===== config.mk =====
export PLATFORM = sky130hd
export DESIGN_NAME = main_clock_rtc_beeper
export DESIGN_NICKNAME = d
export VERILOG_FILES = /design/src/mcc_pkg.sv /design/src/main_clock_rtc_beeper.sv /design/src/tick_div.sv
export SDC_FILE = /design/constraint.sdc
export NUM_CORES = 1
export LEC_CHECK = 0
export BUFFER_PORTS_ARGS = -buffer_cell sky130_fd_sc_hd__buf_2
export CAP_MARGIN = 0
export CORE_UTILIZATION = 53
export CTS_BUF_LIST = sky130_fd_sc_hd__clkbuf_16
export CTS_CLUSTER_SIZE = 8
export DETAILED_ROUTE_END_ITERATION = 6
export PLACE_DENSITY = 0.91
export SYNTH_ARGS = -nofsm -noshare
export SYNTH_HDL_FRONTEND = slang
export SYNTH_SLANG_ARGS = --single-unit

===== constraint.sdc =====
create_clock -name ref_clk_i -period 2.8 [get_ports ref_clk_i]
set_input_delay 0.56 -clock ref_clk_i [delete_from_list [all_inputs] [get_ports ref_clk_i]]
set_output_delay 0.56 -clock ref_clk_i [all_outputs]
set_load 0.01 [all_outputs]

===== src/mcc_pkg.sv =====
// Constants and types shared by the clock controller and its testbench
package mcc_pkg;
  // Register indices; the byte address is four times the index
  localparam logic [7:0] CSR_IDX = 8'h2C;
  localparam logic [7:0] BCR_IDX = 8'h2D;
  localparam logic [31:0] CSR_ADDR = {22'h000000, CSR_IDX, 2'b00};
  localparam logic [31:0] BCR_ADDR = {22'h000000, BCR_IDX, 2'b00};
  localparam logic [7:0] CSR_RST = 8'h00;
  localparam logic [7:0] BCR_RST = 8'h00;
  // Field positions of clock_ctrl_status
  localparam int MCO_BIT = 7;
  localparam int CP_LSB = 5;
  localparam int SMS_BIT = 4;
  localparam int TB_LSB = 2;
  localparam int OIE_BIT = 1;
  localparam int OIF_BIT = 0;
  // Field position of beep_control
  localparam int TONE_LSB = 0;
  // Time base periods in oscillator cycles
  localparam int TB_W = 18;
  localparam int TB_CYC_0 = 16000;
  localparam int TB_CYC_1 = 32000;
  localparam int TB_CYC_2 = 80000;
  localparam int TB_CYC_3 = 200000;
  // Tone half periods derived from the reference oscillator rate
  localparam int BEEP_W = 13;
  localparam int BEEP_REF_HZ = 8000000;
  localparam int TONE_HZ_1 = 2000;
  localparam int TONE_HZ_2 = 1000;
  localparam int TONE_HZ_3 = 500;
  localparam int BEEP_HALF_1 = BEEP_REF_HZ / (2 * TONE_HZ_1);
  localparam int BEEP_HALF_2 = BEEP_REF_HZ / (2 * TONE_HZ_2);
  localparam int BEEP_HALF_3 = BEEP_REF_HZ / (2 * TONE_HZ_3);
  // Slow-mode divider: smallest ratio, shifted by the prescaler code
  localparam int CPU_W = 5;
  localparam logic [4:0] CPU_DIV_MIN = 5'h02;
  // Bus encodings
  localparam logic [1:0] HTRANS_NONSEQ = 2'b10;
  localparam logic HRESP_OKAY = 1'b0;
  typedef enum logic [2:0] {
    PS_RUN = 3'b001,
    PS_AHALT = 3'b010,
    PS_HALT = 3'b100
  } power_state_e;
endpackage : mcc_pkg


===== src/main_clock_rtc_beeper.sv =====
// Main clock controller with time base, clock-out and beeper
`timescale 1ns/10ps

module main_clock_rtc_beeper #(
  parameter int TB_CYC_0 = mcc_pkg::TB_CYC_0,
  parameter int TB_CYC_1 = mcc_pkg::TB_CYC_1,
  parameter int TB_CYC_2 = mcc_pkg::TB_CYC_2,
  parameter int TB_CYC_3 = mcc_pkg::TB_CYC_3,
  parameter int BEEP_HALF_1 = mcc_pkg::BEEP_HALF_1,
  parameter int BEEP_HALF_2 = mcc_pkg::BEEP_HALF_2,
  parameter int BEEP_HALF_3 = mcc_pkg::BEEP_HALF_3
) (
  input wire logic ref_clk_i,
  input wire logic rst_n_i,
  input wire logic ce_i,
  input wire logic hsel_i,
  input wire logic [31:0] haddr_i,
  input wire logic [1:0] htrans_i,
  input wire logic hwrite_i,
  input wire logic [2:0] hsize_i,
  input wire logic hready_i,
  input wire logic [31:0] hwdata_i,
  output logic [31:0] hrdata_o,
  output logic hreadyout_o,
  output logic hresp_o,
  input wire logic irq_mask_i,
  input wire logic halt_exec_i,
  input wire logic wake_i,
  output logic cpu_clk_en_o,
  output logic clock_out_o,
  output logic clock_out_oe_o,
  output logic beep_o,
  output logic beep_oe_o,
  output logic time_base_irq_o,
  output logic active_halt_o,
  output logic halt_o
);
  localparam int TB_MAX = (1 << mcc_pkg::TB_W) - 1;
  localparam int BEEP_MAX = (1 << mcc_pkg::BEEP_W) - 1;

  if (TB_CYC_0 < 2 || TB_CYC_1 < 2 || TB_CYC_2 < 2 || TB_CYC_3 < 2 ||
      TB_CYC_0 > TB_MAX || TB_CYC_1 > TB_MAX || TB_CYC_2 > TB_MAX ||
      TB_CYC_3 > TB_MAX) begin : g_bad_tb
    $error("Time base periods must lie in 2 .. 2**TB_W-1");
  end
  if (BEEP_HALF_1 < 2 || BEEP_HALF_2 < 2 || BEEP_HALF_3 < 2 ||
      BEEP_HALF_1 > BEEP_MAX || BEEP_HALF_2 > BEEP_MAX ||
      BEEP_HALF_3 > BEEP_MAX) begin : g_bad_beep
    $error("Tone half periods must lie in 2 .. 2**BEEP_W-1");
  end

  // Register fields
  logic mco_q;
  logic [1:0] cp_q;
  logic sms_q;
  logic [1:0] tb_sel_q;
  logic oie_q;
  logic oif_q;
  logic [1:0] tone_q;

  mcc_pkg::power_state_e ps_q;
  mcc_pkg::power_state_e ps_d;

  // Bus state
  logic wr_pend_q;
  logic [1:0] wr_sel_q;
  logic [31:0] hrdata_q;
  logic hready_q;

  // Output flops
  logic cpu_en_q;
  logic clk_out_q;
  logic clk_out_oe_q;
  logic beep_q;
  logic beep_oe_q;
  logic irq_q;
  logic ahalt_q;
  logic halt_q;

  logic addr_ok;
  logic [1:0] addr_sel;
  logic rd_csr;
  logic frozen;
  logic we_csr;
  logic we_bcr;
  logic tb_tick;
  logic tb_tick_raw;
  logic beep_tick;
  logic cpu_tick;
  logic tb_run;
  logic beep_run;
  logic cpu_run;
  logic cpu_en_d;
  logic [7:0] csr_view;
  logic [7:0] bcr_view;
  logic [mcc_pkg::TB_W-1:0] tb_period;
  logic [mcc_pkg::BEEP_W-1:0] beep_period;
  logic [mcc_pkg::CPU_W-1:0] cpu_period;

  // Bit 0 selects the control/status register, bit 1 the beep register
  function automatic logic [1:0] reg_decode(input logic [31:0] addr);
    reg_decode = {addr == mcc_pkg::BCR_ADDR, addr == mcc_pkg::CSR_ADDR};
  endfunction : reg_decode

  function automatic logic [mcc_pkg::TB_W-1:0] tb_cycles(input logic [1:0] sel);
    unique case (sel)
      2'b00: tb_cycles = mcc_pkg::TB_W'(TB_CYC_0);
      2'b01: tb_cycles = mcc_pkg::TB_W'(TB_CYC_1);
      2'b10: tb_cycles = mcc_pkg::TB_W'(TB_CYC_2);
      2'b11: tb_cycles = mcc_pkg::TB_W'(TB_CYC_3);
    endcase
  endfunction : tb_cycles

  // ---- Bus slave: zero wait states, always OKAY
  assign addr_ok = hsel_i && htrans_i[1] && hready_i;
  assign addr_sel = reg_decode(haddr_i);
  assign rd_csr = addr_ok && !hwrite_i && addr_sel[0];
  assign frozen = (ps_q != mcc_pkg::PS_RUN);
  // Register writes are ignored outside run mode
  assign we_csr = wr_pend_q && wr_sel_q[0] && !frozen;
  assign we_bcr = wr_pend_q && wr_sel_q[1] && !frozen;

  // Read view forwards a write still in its data phase
  always_comb begin
    csr_view = {mco_q, cp_q, sms_q, tb_sel_q, oie_q, oif_q};
    bcr_view = {6'h00, tone_q};
    if (we_csr) begin
      csr_view[7:1] = hwdata_i[7:1];
    end
    if (we_bcr) begin
      bcr_view[1:0] = hwdata_i[mcc_pkg::TONE_LSB +: 2];
    end
  end

  always_ff @(posedge ref_clk_i) begin
    if (!rst_n_i) begin
      wr_pend_q <= 1'b0;
      wr_sel_q <= 2'b00;
    end else if (ce_i) begin
      wr_pend_q <= addr_ok && hwrite_i;
      wr_sel_q <= addr_sel;
    end
  end

  always_ff @(posedge ref_clk_i) begin
    if (!rst_n_i) begin
      hrdata_q <= 32'h00000000;
      hready_q <= 1'b0;
    end else if (ce_i) begin
      hready_q <= 1'b1;
      if (addr_ok && !hwrite_i && addr_sel[0]) begin
        hrdata_q <= {24'h000000, csr_view};
      end else if (addr_ok && !hwrite_i && addr_sel[1]) begin
        hrdata_q <= {24'h000000, bcr_view};
      end else begin
        hrdata_q <= 32'h00000000;
      end
    end
  end

  // ---- Control fields; flag is read-only and ignores writes
  always_ff @(posedge ref_clk_i) begin
    if (!rst_n_i) begin
      mco_q <= mcc_pkg::CSR_RST[mcc_pkg::MCO_BIT];
      cp_q <= mcc_pkg::CSR_RST[mcc_pkg::CP_LSB +: 2];
      sms_q <= mcc_pkg::CSR_RST[mcc_pkg::SMS_BIT];
      tb_sel_q <= mcc_pkg::CSR_RST[mcc_pkg::TB_LSB +: 2];
      oie_q <= mcc_pkg::CSR_RST[mcc_pkg::OIE_BIT];
    end else if (ce_i && we_csr) begin
      mco_q <= hwdata_i[mcc_pkg::MCO_BIT];
      cp_q <= hwdata_i[mcc_pkg::CP_LSB +: 2];
      sms_q <= hwdata_i[mcc_pkg::SMS_BIT];
      tb_sel_q <= hwdata_i[mcc_pkg::TB_LSB +: 2];
      oie_q <= hwdata_i[mcc_pkg::OIE_BIT];
    end
  end

  // Only the tone field is stored; upper bits read as zero
  always_ff @(posedge ref_clk_i) begin
    if (!rst_n_i) begin
      tone_q <= mcc_pkg::BCR_RST[mcc_pkg::TONE_LSB +: 2];
    end else if (ce_i && we_bcr) begin
      tone_q <= hwdata_i[mcc_pkg::TONE_LSB +: 2];
    end
  end

  // Flag: a period end in the same cycle as the read wins
  always_ff @(posedge ref_clk_i) begin
    if (!rst_n_i) begin
      oif_q <= mcc_pkg::CSR_RST[mcc_pkg::OIF_BIT];
    end else if (ce_i) begin
      if (tb_tick) begin
        oif_q <= 1'b1;
      end else if (rd_csr && !frozen) begin
        oif_q <= 1'b0;
      end
    end
  end

  // ---- Power state
  always_comb begin
    ps_d = ps_q;
    unique case (ps_q)
      mcc_pkg::PS_RUN: begin
        if (halt_exec_i) begin
          ps_d = oie_q ? mcc_pkg::PS_AHALT : mcc_pkg::PS_HALT;
        end
      end
      mcc_pkg::PS_AHALT: begin
        if ((oif_q && oie_q) || wake_i) begin
          ps_d = mcc_pkg::PS_RUN;
        end
      end
      mcc_pkg::PS_HALT: begin
        if (wake_i) begin
          ps_d = mcc_pkg::PS_RUN;
        end
      end
      default: ps_d = mcc_pkg::PS_RUN;
    endcase
  end

  always_ff @(posedge ref_clk_i) begin
    if (!rst_n_i) begin
      ps_q <= mcc_pkg::PS_RUN;
      ahalt_q <= 1'b0;
      halt_q <= 1'b0;
    end else if (ce_i) begin
      ps_q <= ps_d;
      ahalt_q <= (ps_d == mcc_pkg::PS_AHALT);
      halt_q <= (ps_d == mcc_pkg::PS_HALT);
    end
  end

  // Interrupt request; wait mode does not gate it
  always_ff @(posedge ref_clk_i) begin
    if (!rst_n_i) begin
      irq_q <= 1'b0;
    end else if (ce_i) begin
      irq_q <= oif_q && oie_q && !irq_mask_i;
    end
  end

  // ---- Time base, free running except in full halt
  assign tb_run = (ps_q != mcc_pkg::PS_HALT);
  assign tb_period = tb_cycles(tb_sel_q);

  tick_div #(
    .W(mcc_pkg::TB_W),
    .INIT(mcc_pkg::TB_W'(TB_CYC_0))
  ) u_time_base (
    .ref_clk_i(ref_clk_i),
    .rst_n_i(rst_n_i),
    .ce_i(ce_i && tb_run),
    .run_i(1'b1),
    .period_i(tb_period),
    .tick_o(tb_tick_raw)
  );
  // Counter holds its count in full halt; a count parked at the end must not tick
  assign tb_tick = tb_tick_raw && tb_run;

  // ---- Beeper, kept running in active-halt
  always_comb begin
    unique case (tone_q)
      2'b01: beep_period = mcc_pkg::BEEP_W'(BEEP_HALF_1);
      2'b10: beep_period = mcc_pkg::BEEP_W'(BEEP_HALF_2);
      2'b11: beep_period = mcc_pkg::BEEP_W'(BEEP_HALF_3);
      2'b00: beep_period = mcc_pkg::BEEP_W'(BEEP_HALF_1);
    endcase
  end
  assign beep_run = (tone_q != 2'b00) && (ps_q != mcc_pkg::PS_HALT);

  tick_div #(
    .W(mcc_pkg::BEEP_W),
    .INIT(mcc_pkg::BEEP_W'(BEEP_HALF_1))
  ) u_beep (
    .ref_clk_i(ref_clk_i),
    .rst_n_i(rst_n_i),
    .ce_i(ce_i),
    .run_i(beep_run),
    .period_i(beep_period),
    .tick_o(beep_tick)
  );

  always_ff @(posedge ref_clk_i) begin
    if (!rst_n_i) begin
      beep_q <= 1'b0;
      beep_oe_q <= 1'b0;
    end else if (ce_i) begin
      beep_oe_q <= (tone_q != 2'b00);
      if (!beep_run) begin
        beep_q <= 1'b0;
      end else if (beep_tick) begin
        beep_q <= !beep_q;
      end
    end
  end

  // ---- CPU clock prescaler
  assign cpu_run = sms_q && (ps_q == mcc_pkg::PS_RUN);
  assign cpu_period = mcc_pkg::CPU_DIV_MIN << cp_q;

  tick_div #(
    .W(mcc_pkg::CPU_W),
    .INIT(mcc_pkg::CPU_DIV_MIN)
  ) u_cpu_div (
    .ref_clk_i(ref_clk_i),
    .rst_n_i(rst_n_i),
    .ce_i(ce_i),
    .run_i(cpu_run),
    .period_i(cpu_period),
    .tick_o(cpu_tick)
  );

  assign cpu_en_d = (ps_q == mcc_pkg::PS_RUN) && (!sms_q || cpu_tick);

  always_ff @(posedge ref_clk_i) begin
    if (!rst_n_i) begin
      cpu_en_q <= 1'b0;
    end else if (ce_i) begin
      cpu_en_q <= cpu_en_d;
    end
  end

  // ---- Clock-out: toggles on each CPU clock enable, low outside run
  always_ff @(posedge ref_clk_i) begin
    if (!rst_n_i) begin
      clk_out_q <= 1'b0;
      clk_out_oe_q <= 1'b0;
    end else if (ce_i) begin
      clk_out_oe_q <= mco_q;
      if (!mco_q || ps_q != mcc_pkg::PS_RUN) begin
        clk_out_q <= 1'b0;
      end else if (cpu_en_d) begin
        clk_out_q <= !clk_out_q;
      end
    end
  end

  assign hrdata_o = hrdata_q;
  assign hreadyout_o = hready_q;
  assign hresp_o = mcc_pkg::HRESP_OKAY;
  assign cpu_clk_en_o = cpu_en_q;
  assign clock_out_o = clk_out_q;
  assign clock_out_oe_o = clk_out_oe_q;
  assign beep_o = beep_q;
  assign beep_oe_o = beep_oe_q;
  assign time_base_irq_o = irq_q;
  assign active_halt_o = ahalt_q;
  assign halt_o = halt_q;

  logic slow2;
  assign slow2 = ce_i && sms_q && (cp_q == 2'b00) && (ps_q == mcc_pkg::PS_RUN) && !we_csr;
endmodule : main_clock_rtc_beeper


===== src/tick_div.sv =====
// Free-running period divider that adopts a new period only at wrap or while run_i is low
`timescale 1ns/10ps
module tick_div #(
  parameter int W = 8,
  parameter logic [W-1:0] INIT = 2
) (
  input wire logic ref_clk_i,
  input wire logic rst_n_i,
  input wire logic ce_i,
  input wire logic run_i,
  input wire logic [W-1:0] period_i,
  output logic tick_o
);
  logic [W-1:0] cnt_q;
  logic [W-1:0] per_q;

  if (W < 2) begin : g_bad_width
    $error("tick_div: W must be at least 2");
  end

  assign tick_o = run_i && (cnt_q == per_q - 1'b1);

  // Period change waits for the end of the period in progress
  always_ff @(posedge ref_clk_i) begin
    if (!rst_n_i) begin
      cnt_q <= '0;
      per_q <= INIT;
    end else if (ce_i) begin
      if (!run_i || tick_o) begin
        cnt_q <= '0;
        per_q <= period_i;
      end else begin
        cnt_q <= cnt_q + 1'b1;
      end
    end
  end
endmodule : tick_div


==> flow_metrics.env, run 1 <==
export IMPL_status="finished, final reports clean"
export IMPL_h_tree_depth=3
export IMPL_skew_ns=0.006267
export IMPL_drtAntennaViolNets=0
export IMPL_syn_avg_cell_area_sq_um=8.833
export IMPL_fp_coreArea_sq_um=8175
export IMPL_drc=0
export IMPL_area_growth_pct=15.57
export IMPL_start_kind="register"
export IMPL_ir_drop_v=0.0003662
export IMPL_wl_per_cell_um=15.21
export IMPL_viasPerCell=5.829
export IMPL_hp_class="input pin to register"
export IMPL_maxCapViolCount=0
export IMPL_relSlewSlack=0.4521
export IMPL_synth_distinct_cells=64
export IMPL_overflow=0
export IMPL_cts_max_path_buffers=2
export IMPL_holdBufCountCts=0
export IMPL_die_w_um=93.65
export IMPL_pre_cts_ws_ns=0.2193
export IMPL_drtIter0Drc=192
export IMPL_ys_warn_count=0
export IMPL_core_rowCount=33
export IMPL_cts_buffers_inserted=9
export IMPL_critPathCaptureType="register"
export IMPL_arrival_ns=2.86
export IMPL_cts_tree="done"
export IMPL_layout_commonest_cell="dfxtp_1"
export IMPL_synth_edff_count=0
export IMPL_path_cells="inv_1 > ha_1 > xnor2_1 > nor4_1 > nand4_1 > a2111oi_0 > a31o_2"
export IMPL_p_total_uw=2685
export IMPL_synth_flop_cell="dfxtp_1"
export IMPL_maxSlewViolCount=0
export IMPL_tightest_slew_ns=0.8011
export IMPL_synth_top_cells_by_area="dfxtp_1, xnor2_1, mux2i_1, buf_4, nor2_1"
export IMPL_r2r_slack_ns=0.22
export IMPL_synth_top_area_frac=0.3912
export IMPL_postCtsSetupRepairBufs=0
export IMPL_drt_first_pass_iters=5
export IMPL_synth_async_reset_ratio=0
export IMPL_initial_core_util=0.5445
export IMPL_grt_use_met3=0.05825
export IMPL_antennaDiodeCount=0
export IMPL_dieArea_sq_um=8770
export IMPL_track_usage=0.2501
export IMPL_finalNetCount=658
export IMPL_grt_pass1_wl_um=17130
export IMPL_yosys_register_bits=87
export IMPL_num_vias=3987
export IMPL_fin_setup_tns_ns=0
export IMPL_grt_util_met1=0.2864
export IMPL_grt_busiest_layer="met2"
export IMPL_layout_common_cells="dfxtp_1, buf_2, nor2_1"
export IMPL_p_leak_uw=0.002128
export IMPL_drt_total_wl_um=10400
export IMPL_ios=120
export IMPL_grt_pass1_vias=3839
export IMPL_antenna_found_initial=0
export IMPL_grtUsageMet2=0.4406
export IMPL_clock_sinks=87
export IMPL_fillers=662
export IMPL_multi_input_area_sq_um=2470
export IMPL_layout_drive_gt1_share=0.1796
export IMPL_register_area_sq_um=1742
export IMPL_setup_ws_ns=0.2183
export IMPL_critical_path_max_fanout=5
export IMPL_critical_path_class="register to register"
export IMPL_die_height_um=93.65
export IMPL_syn_area_sq_um=4452
export IMPL_fmax_mhz=387.3
export IMPL_crit_slowest_cell="a2111oi_0"
export IMPL_synthCells=504
export IMPL_hold_viol=0
export IMPL_critPathRequiredTime_ns=3.08
export IMPL_period_minus_slack_ns=2.582
export IMPL_p_per_area_nw_per_um2=521.9
export IMPL_whs_ns=0.4715
export IMPL_insertion_delay_ns=0.34
export IMPL_rsz0062_at_grt="false"
export IMPL_cts_resized=0
export IMPL_cts_root_buf="clkbuf_16"
export IMPL_synth_largest_area_cell="dfxtp_1"
export IMPL_dp_hpwl_um=7290
export IMPL_setup_viol=0
export IMPL_yosysSeqAreaShare=0.3912
export IMPL_fin_crit_sh=0.9220
export IMPL_grt_max_degree=30
export IMPL_globalplace_congestion=0.8537
export IMPL_cp_slowest_stage_delay_ns=0.71
export IMPL_port_buffers=66
export IMPL_cts_clk_slew_worst_paths_ns=0.06
-- per-stage QoR --
step / utilization / area, sq um / cells
5_1_grt: 0.6293 / 5145 / 684
3_5_place_dp: 0.5909 / 4831 / 668
3_3_place_gp: 0.5909 / 4831 / 668
6_report: 0.6293 / 5145 / 684
2_1_floorplan: - / 4542 / 528
4_1_cts: 0.6293 / 5145 / 684
-- worst max-delay path, delay by kind of cell (launching register included) --
family / cells / cell delay (ns)
xor gates and xnor gates: 1 / 0.14
and+or+nand+nor: 2 / 0.64
buffers and inverters: 1 / 0.09
AOI/OAI and AO/OA: 2 / 0.90
adders and majority gates: 1 / 0.32
DFF: 1 / 0.42
-- worst paths after layout --
check                           cells past startpoint                              start                                 to
worst min register to register                      2           hrdata_o[1]$_SDFFE_PN0P_           hrdata_o[1]$_SDFFE_PN0P_
worst max register to register                      7  u_time_base.per_q[6]$_SDFFE_PN0P_  u_time_base.per_q[6]$_SDFFE_PN0P_
worst min-delay path                                3                        hwdata_i[2]           tb_sel_q[0]$_SDFFE_PN0P_
worst max-delay path                                7  u_time_base.per_q[6]$_SDFFE_PN0P_  u_time_base.per_q[6]$_SDFFE_PN0P_
-- cell type report --
class | count | share of cell area
Clock buffer | 9 | 0.04377
Timing Repair Buffer | 78 | 0.08171
Sequential cell | 87 | 0.3385
Multi-Input combinational cell | 380 | 0.4801
Tap cell | 105 | 0.02554
Clock inverter | 7 | 0.01727
Inverter | 18 | 0.01313
-- sequential cells by signal, summed over array words and instances, names as in the netlist, 2 cells and up --
register / count
cp_q: 2
hrdata_o: 8
ps_q: 3
tb_sel_q: 2
tone_q: 2
u_beep.cnt_q: 13
u_beep.per_q: 6
u_cpu_div.cnt_q: 5
u_cpu_div.per_q: 4
u_time_base.cnt_q: 18
u_time_base.per_q: 8
wr_sel_q: 2
-- synthesized netlist by cell type (all sizes together) (3+ instances only) --
master and count:
dfxtp 87, nor2 47, nor3 30, buf 28, nand2 28, xnor2 28, mux2i 22, nand3 21
nand4 21, xor2 19, inv 18, a21oi 17, clkbuf 15, o21ai 12, and2 9, nor4 8
and3 7, o2bb2ai 7, ha 6, nor3b 6, or3 5, nand3b 4, nand4b 4, o311ai 4
or4 4, a2111oi 3, a211oi 3, a31o 3, nor2b 3
-- kinds of logic after synthesis --
group,Yosys count,synth area share
adder cells (fa/ha/maj),6,0.01686
AND/OR/NAND/NOR,204,0.2423
AO/OA/AOI/OAI,74,0.1251
multiplexers,23,0.05200
XOR/XNOR,48,0.09753
flip-flops,87,0.3912
other,1,0.0008424
buffers and inverters,61,0.07420
-- metal layers --
| layer | wire (um) | vias to the layer above |
|---|---|---|
| met5 | 0 | - |
| met4 | 232 | 0 |
| met3 | 668 | 23 |
| met2 | 5198 | 184 |
| met1 | 4305 | 1875 |
| li1 | - | 1905 |
-- power by group --
group	total, uW	internal (uW)	switching, uW
Combinational	162	62.2	99.6
Sequential	1260	1250	13.0
Clock	1260	774	486
Total	2690	2090	599
Power figures use the tool's default switching activity.
==> run 2, diff against run 1 <==
--- a/config.mk
+++ b/config.mk
@@ -7,11 +7,13 @@
 export LEC_CHECK = 0
 export BUFFER_PORTS_ARGS = -buffer_cell sky130_fd_sc_hd__buf_2
 export CAP_MARGIN = 0
-export CORE_UTILIZATION = 53
+export CORE_MARGIN = 2
+export CORE_UTILIZATION = 48
 export CTS_BUF_LIST = sky130_fd_sc_hd__clkbuf_16
 export CTS_CLUSTER_SIZE = 8
 export DETAILED_ROUTE_END_ITERATION = 6
-export PLACE_DENSITY = 0.91
+export GPL_ROUTABILITY_DRIVEN = 0
+export PLACE_DENSITY = 0.88
 export SYNTH_ARGS = -nofsm -noshare
 export SYNTH_HDL_FRONTEND = slang
 export SYNTH_SLANG_ARGS = --single-unit
==> constraint.sdc (replaced) <==
create_clock -name ref_clk_i -period 2.35 [get_ports ref_clk_i]
set_input_delay 0.47 -clock ref_clk_i [delete_from_list [all_inputs] [get_ports ref_clk_i]]
set_output_delay 0.47 -clock ref_clk_i [all_outputs]
set_load 0.01 [all_outputs]
==> flow_metrics.env, run 2 (synthesis results as in run 1) <==
export IMPL_status="finished with violations"
export IMPL_violations="design-rule violations"
export IMPL_fmax_mhz=441.0
export IMPL_regMostFlops="u_time_base.cnt_q"
export IMPL_fin_setup_tns_ns=0
export IMPL_fin_crit_sh=0.9650
export IMPL_relSlewSlack=0.5825
export IMPL_skew_ns=0.006725
export IMPL_reg_top3="u_time_base.cnt_q (18), u_beep.cnt_q (13)"
export IMPL_largest_reg_flops=18
export IMPL_grt_pass1_wl_um=18420
export IMPL_num_vias=4113
export IMPL_hold_viol=0
export IMPL_cp_slowest_stage_delay_ns=0.42
export IMPL_insertion_delay_ns=0.33
export IMPL_layout_common_cells="dfxtp_1, buf_2, nor2_1"
export IMPL_drc=1
export IMPL_die_height_um=100.3
export IMPL_viasPerCell=5.876
export IMPL_layout_drive_gt1_share=0.2020
export IMPL_holdBufCountCts=0
export IMPL_critical_path_max_fanout=4
export IMPL_maxCapViolCount=0
export IMPL_p_leak_uw=0.002163
export IMPL_grt_pass1_vias=3895
export IMPL_track_usage=0.2253
export IMPL_drt_total_wl_um=11340
export IMPL_p_per_area_nw_per_um2=589.3
export IMPL_layout_commonest_cell="dfxtp_1"
export IMPL_ir_drop_v=0.0005134
export IMPL_fp_coreArea_sq_um=9109
export IMPL_hp_class="input pin to register"
export IMPL_die_w_um=100.3
export IMPL_cts_tree="done"
export IMPL_start_kind="register"
export IMPL_finalNetCount=669
export IMPL_crit_buf_inv=1
export IMPL_area_growth_pct=17.88
export IMPL_grt_max_degree=35
export IMPL_critPathCaptureType="register"
export IMPL_critical_path_class="register to register"
export IMPL_dpl_instance_area_sq_um=4906
export IMPL_setup_viol=0
export IMPL_initial_core_util=0.4887
export IMPL_period_minus_slack_ns=2.268
export IMPL_cts_buffers_inserted=9
export IMPL_ios=120
export IMPL_crit_slowest_cell="dfxtp_1"
export IMPL_drtIter0Drc=251
export IMPL_drtAntennaViolNets=0
export IMPL_core_rowCount=35
export IMPL_port_buffers=66
export IMPL_maxSlewViolCount=0
export IMPL_path_cells="inv_1 > ha_1 > xor2_1 > nand3_1 > o311ai_2 > nand2_1 > o311ai_0"
export IMPL_cts_max_path_buffers=2
export IMPL_arrival_ns=2.46
export IMPL_p_total_uw=3093
export IMPL_cts_root_buf="clkbuf_16"
export IMPL_overflow=0
export IMPL_tightest_slew_ns=0.6221
export IMPL_wl_per_cell_um=16.20
export IMPL_dieArea_sq_um=10060
export IMPL_crit_family="compound AO/OA/AOI/OAI gates"
export IMPL_final_cell_area_sq_um=5248
export IMPL_h_tree_depth=3
export IMPL_clock_sinks=87
export IMPL_dp_hpwl_um=7713
export IMPL_antennaDiodeCount=0
export IMPL_antenna_found_initial=0
export IMPL_cts_clk_slew_worst_paths_ns=0.06
export IMPL_drt_first_pass_iters=7
export IMPL_critPathRequiredTime_ns=2.55
-- run 2: path summary, 6_finish.rpt --
| check | from | endpoint | slack, ns | cells past startpoint |
|---|---|---|---|---|
| max | u_cpu_div.per_q[1]$_SDFFE_PN1P_ | u_cpu_div.per_q[1]$_SDFFE_PN1P_ | 0.08 | 7 |
| min | hwdata_i[3] | tb_sel_q[1]$_SDFFE_PN0P_ | 0.39 | 3 |
| max reg2reg | u_cpu_div.per_q[1]$_SDFFE_PN1P_ | u_cpu_div.per_q[1]$_SDFFE_PN1P_ | 0.08 | 7 |
| min reg2reg | hreadyout_o$_SDFFE_PN0P_ | hreadyout_o$_SDFFE_PN0P_ | 0.47 | 2 |
-- run 2: power breakdown --
group | switching, uW | total (uW) | internal, uW
clock network | 574 | 1390 | 813
logic | 123 | 201 | 77.4
registers | 15.5 | 1500 | 1490
-- run 2: worst register-to-register path, delay by kind of cell (launching register included) --
family                     cells  cell delay (ns)
and+or+nand+nor                2             0.39
adders and majority gates      1             0.30
DFF                            1             0.42
buffers and inverters          1             0.07
xor gates and xnor gates       1             0.13
AOI/OAI and AO/OA              2             0.82
-- run 2: per-stage QoR --
stage | setup WS (ns) | cells | utilization | hold WS [ns]
2_1_floorplan | 0.1386 | 528 | - | 0.4349
3_3_place_gp | 0.05608 | 683 | 0.5386 | 0.4483
3_5_place_dp | -0.007796 | 683 | 0.5386 | 0.4538
4_1_cts | 0.03971 | 699 | 0.5734 | 0.3856
5_1_grt | -0.1315 | 700 | 0.5761 | 0.3942
6_report | 0.08228 | 700 | 0.5761 | 0.3873
-- run 2: what timing repair did --
action / CTS / global route
gates resized for setup: 4 / 4
pin swaps: 1 / 3
setup endpoints to repair: 11 / 33
buffers inserted: 1 / 1
-- run 2: final cells by class --
class | count | area (sq um)
multi-input combinational | 380 | 2509
timing repair buffer | 89 | 503.0
sequential | 87 | 1742
tap | 111 | 138.9
clock buffer | 9 | 225.2
clock inverter | 6 | 62.56
fill | 743 | 3861
inverter | 18 | 67.56
-- run 2: routing by layer --
metal  wire length (um)  part of all wire  global-route usage
met5                  0                 0                   0
met2               5864              0.52              0.3872
met1               4481              0.40              0.2735
met4                357             0.031              0.1064
met3                635             0.056             0.03900
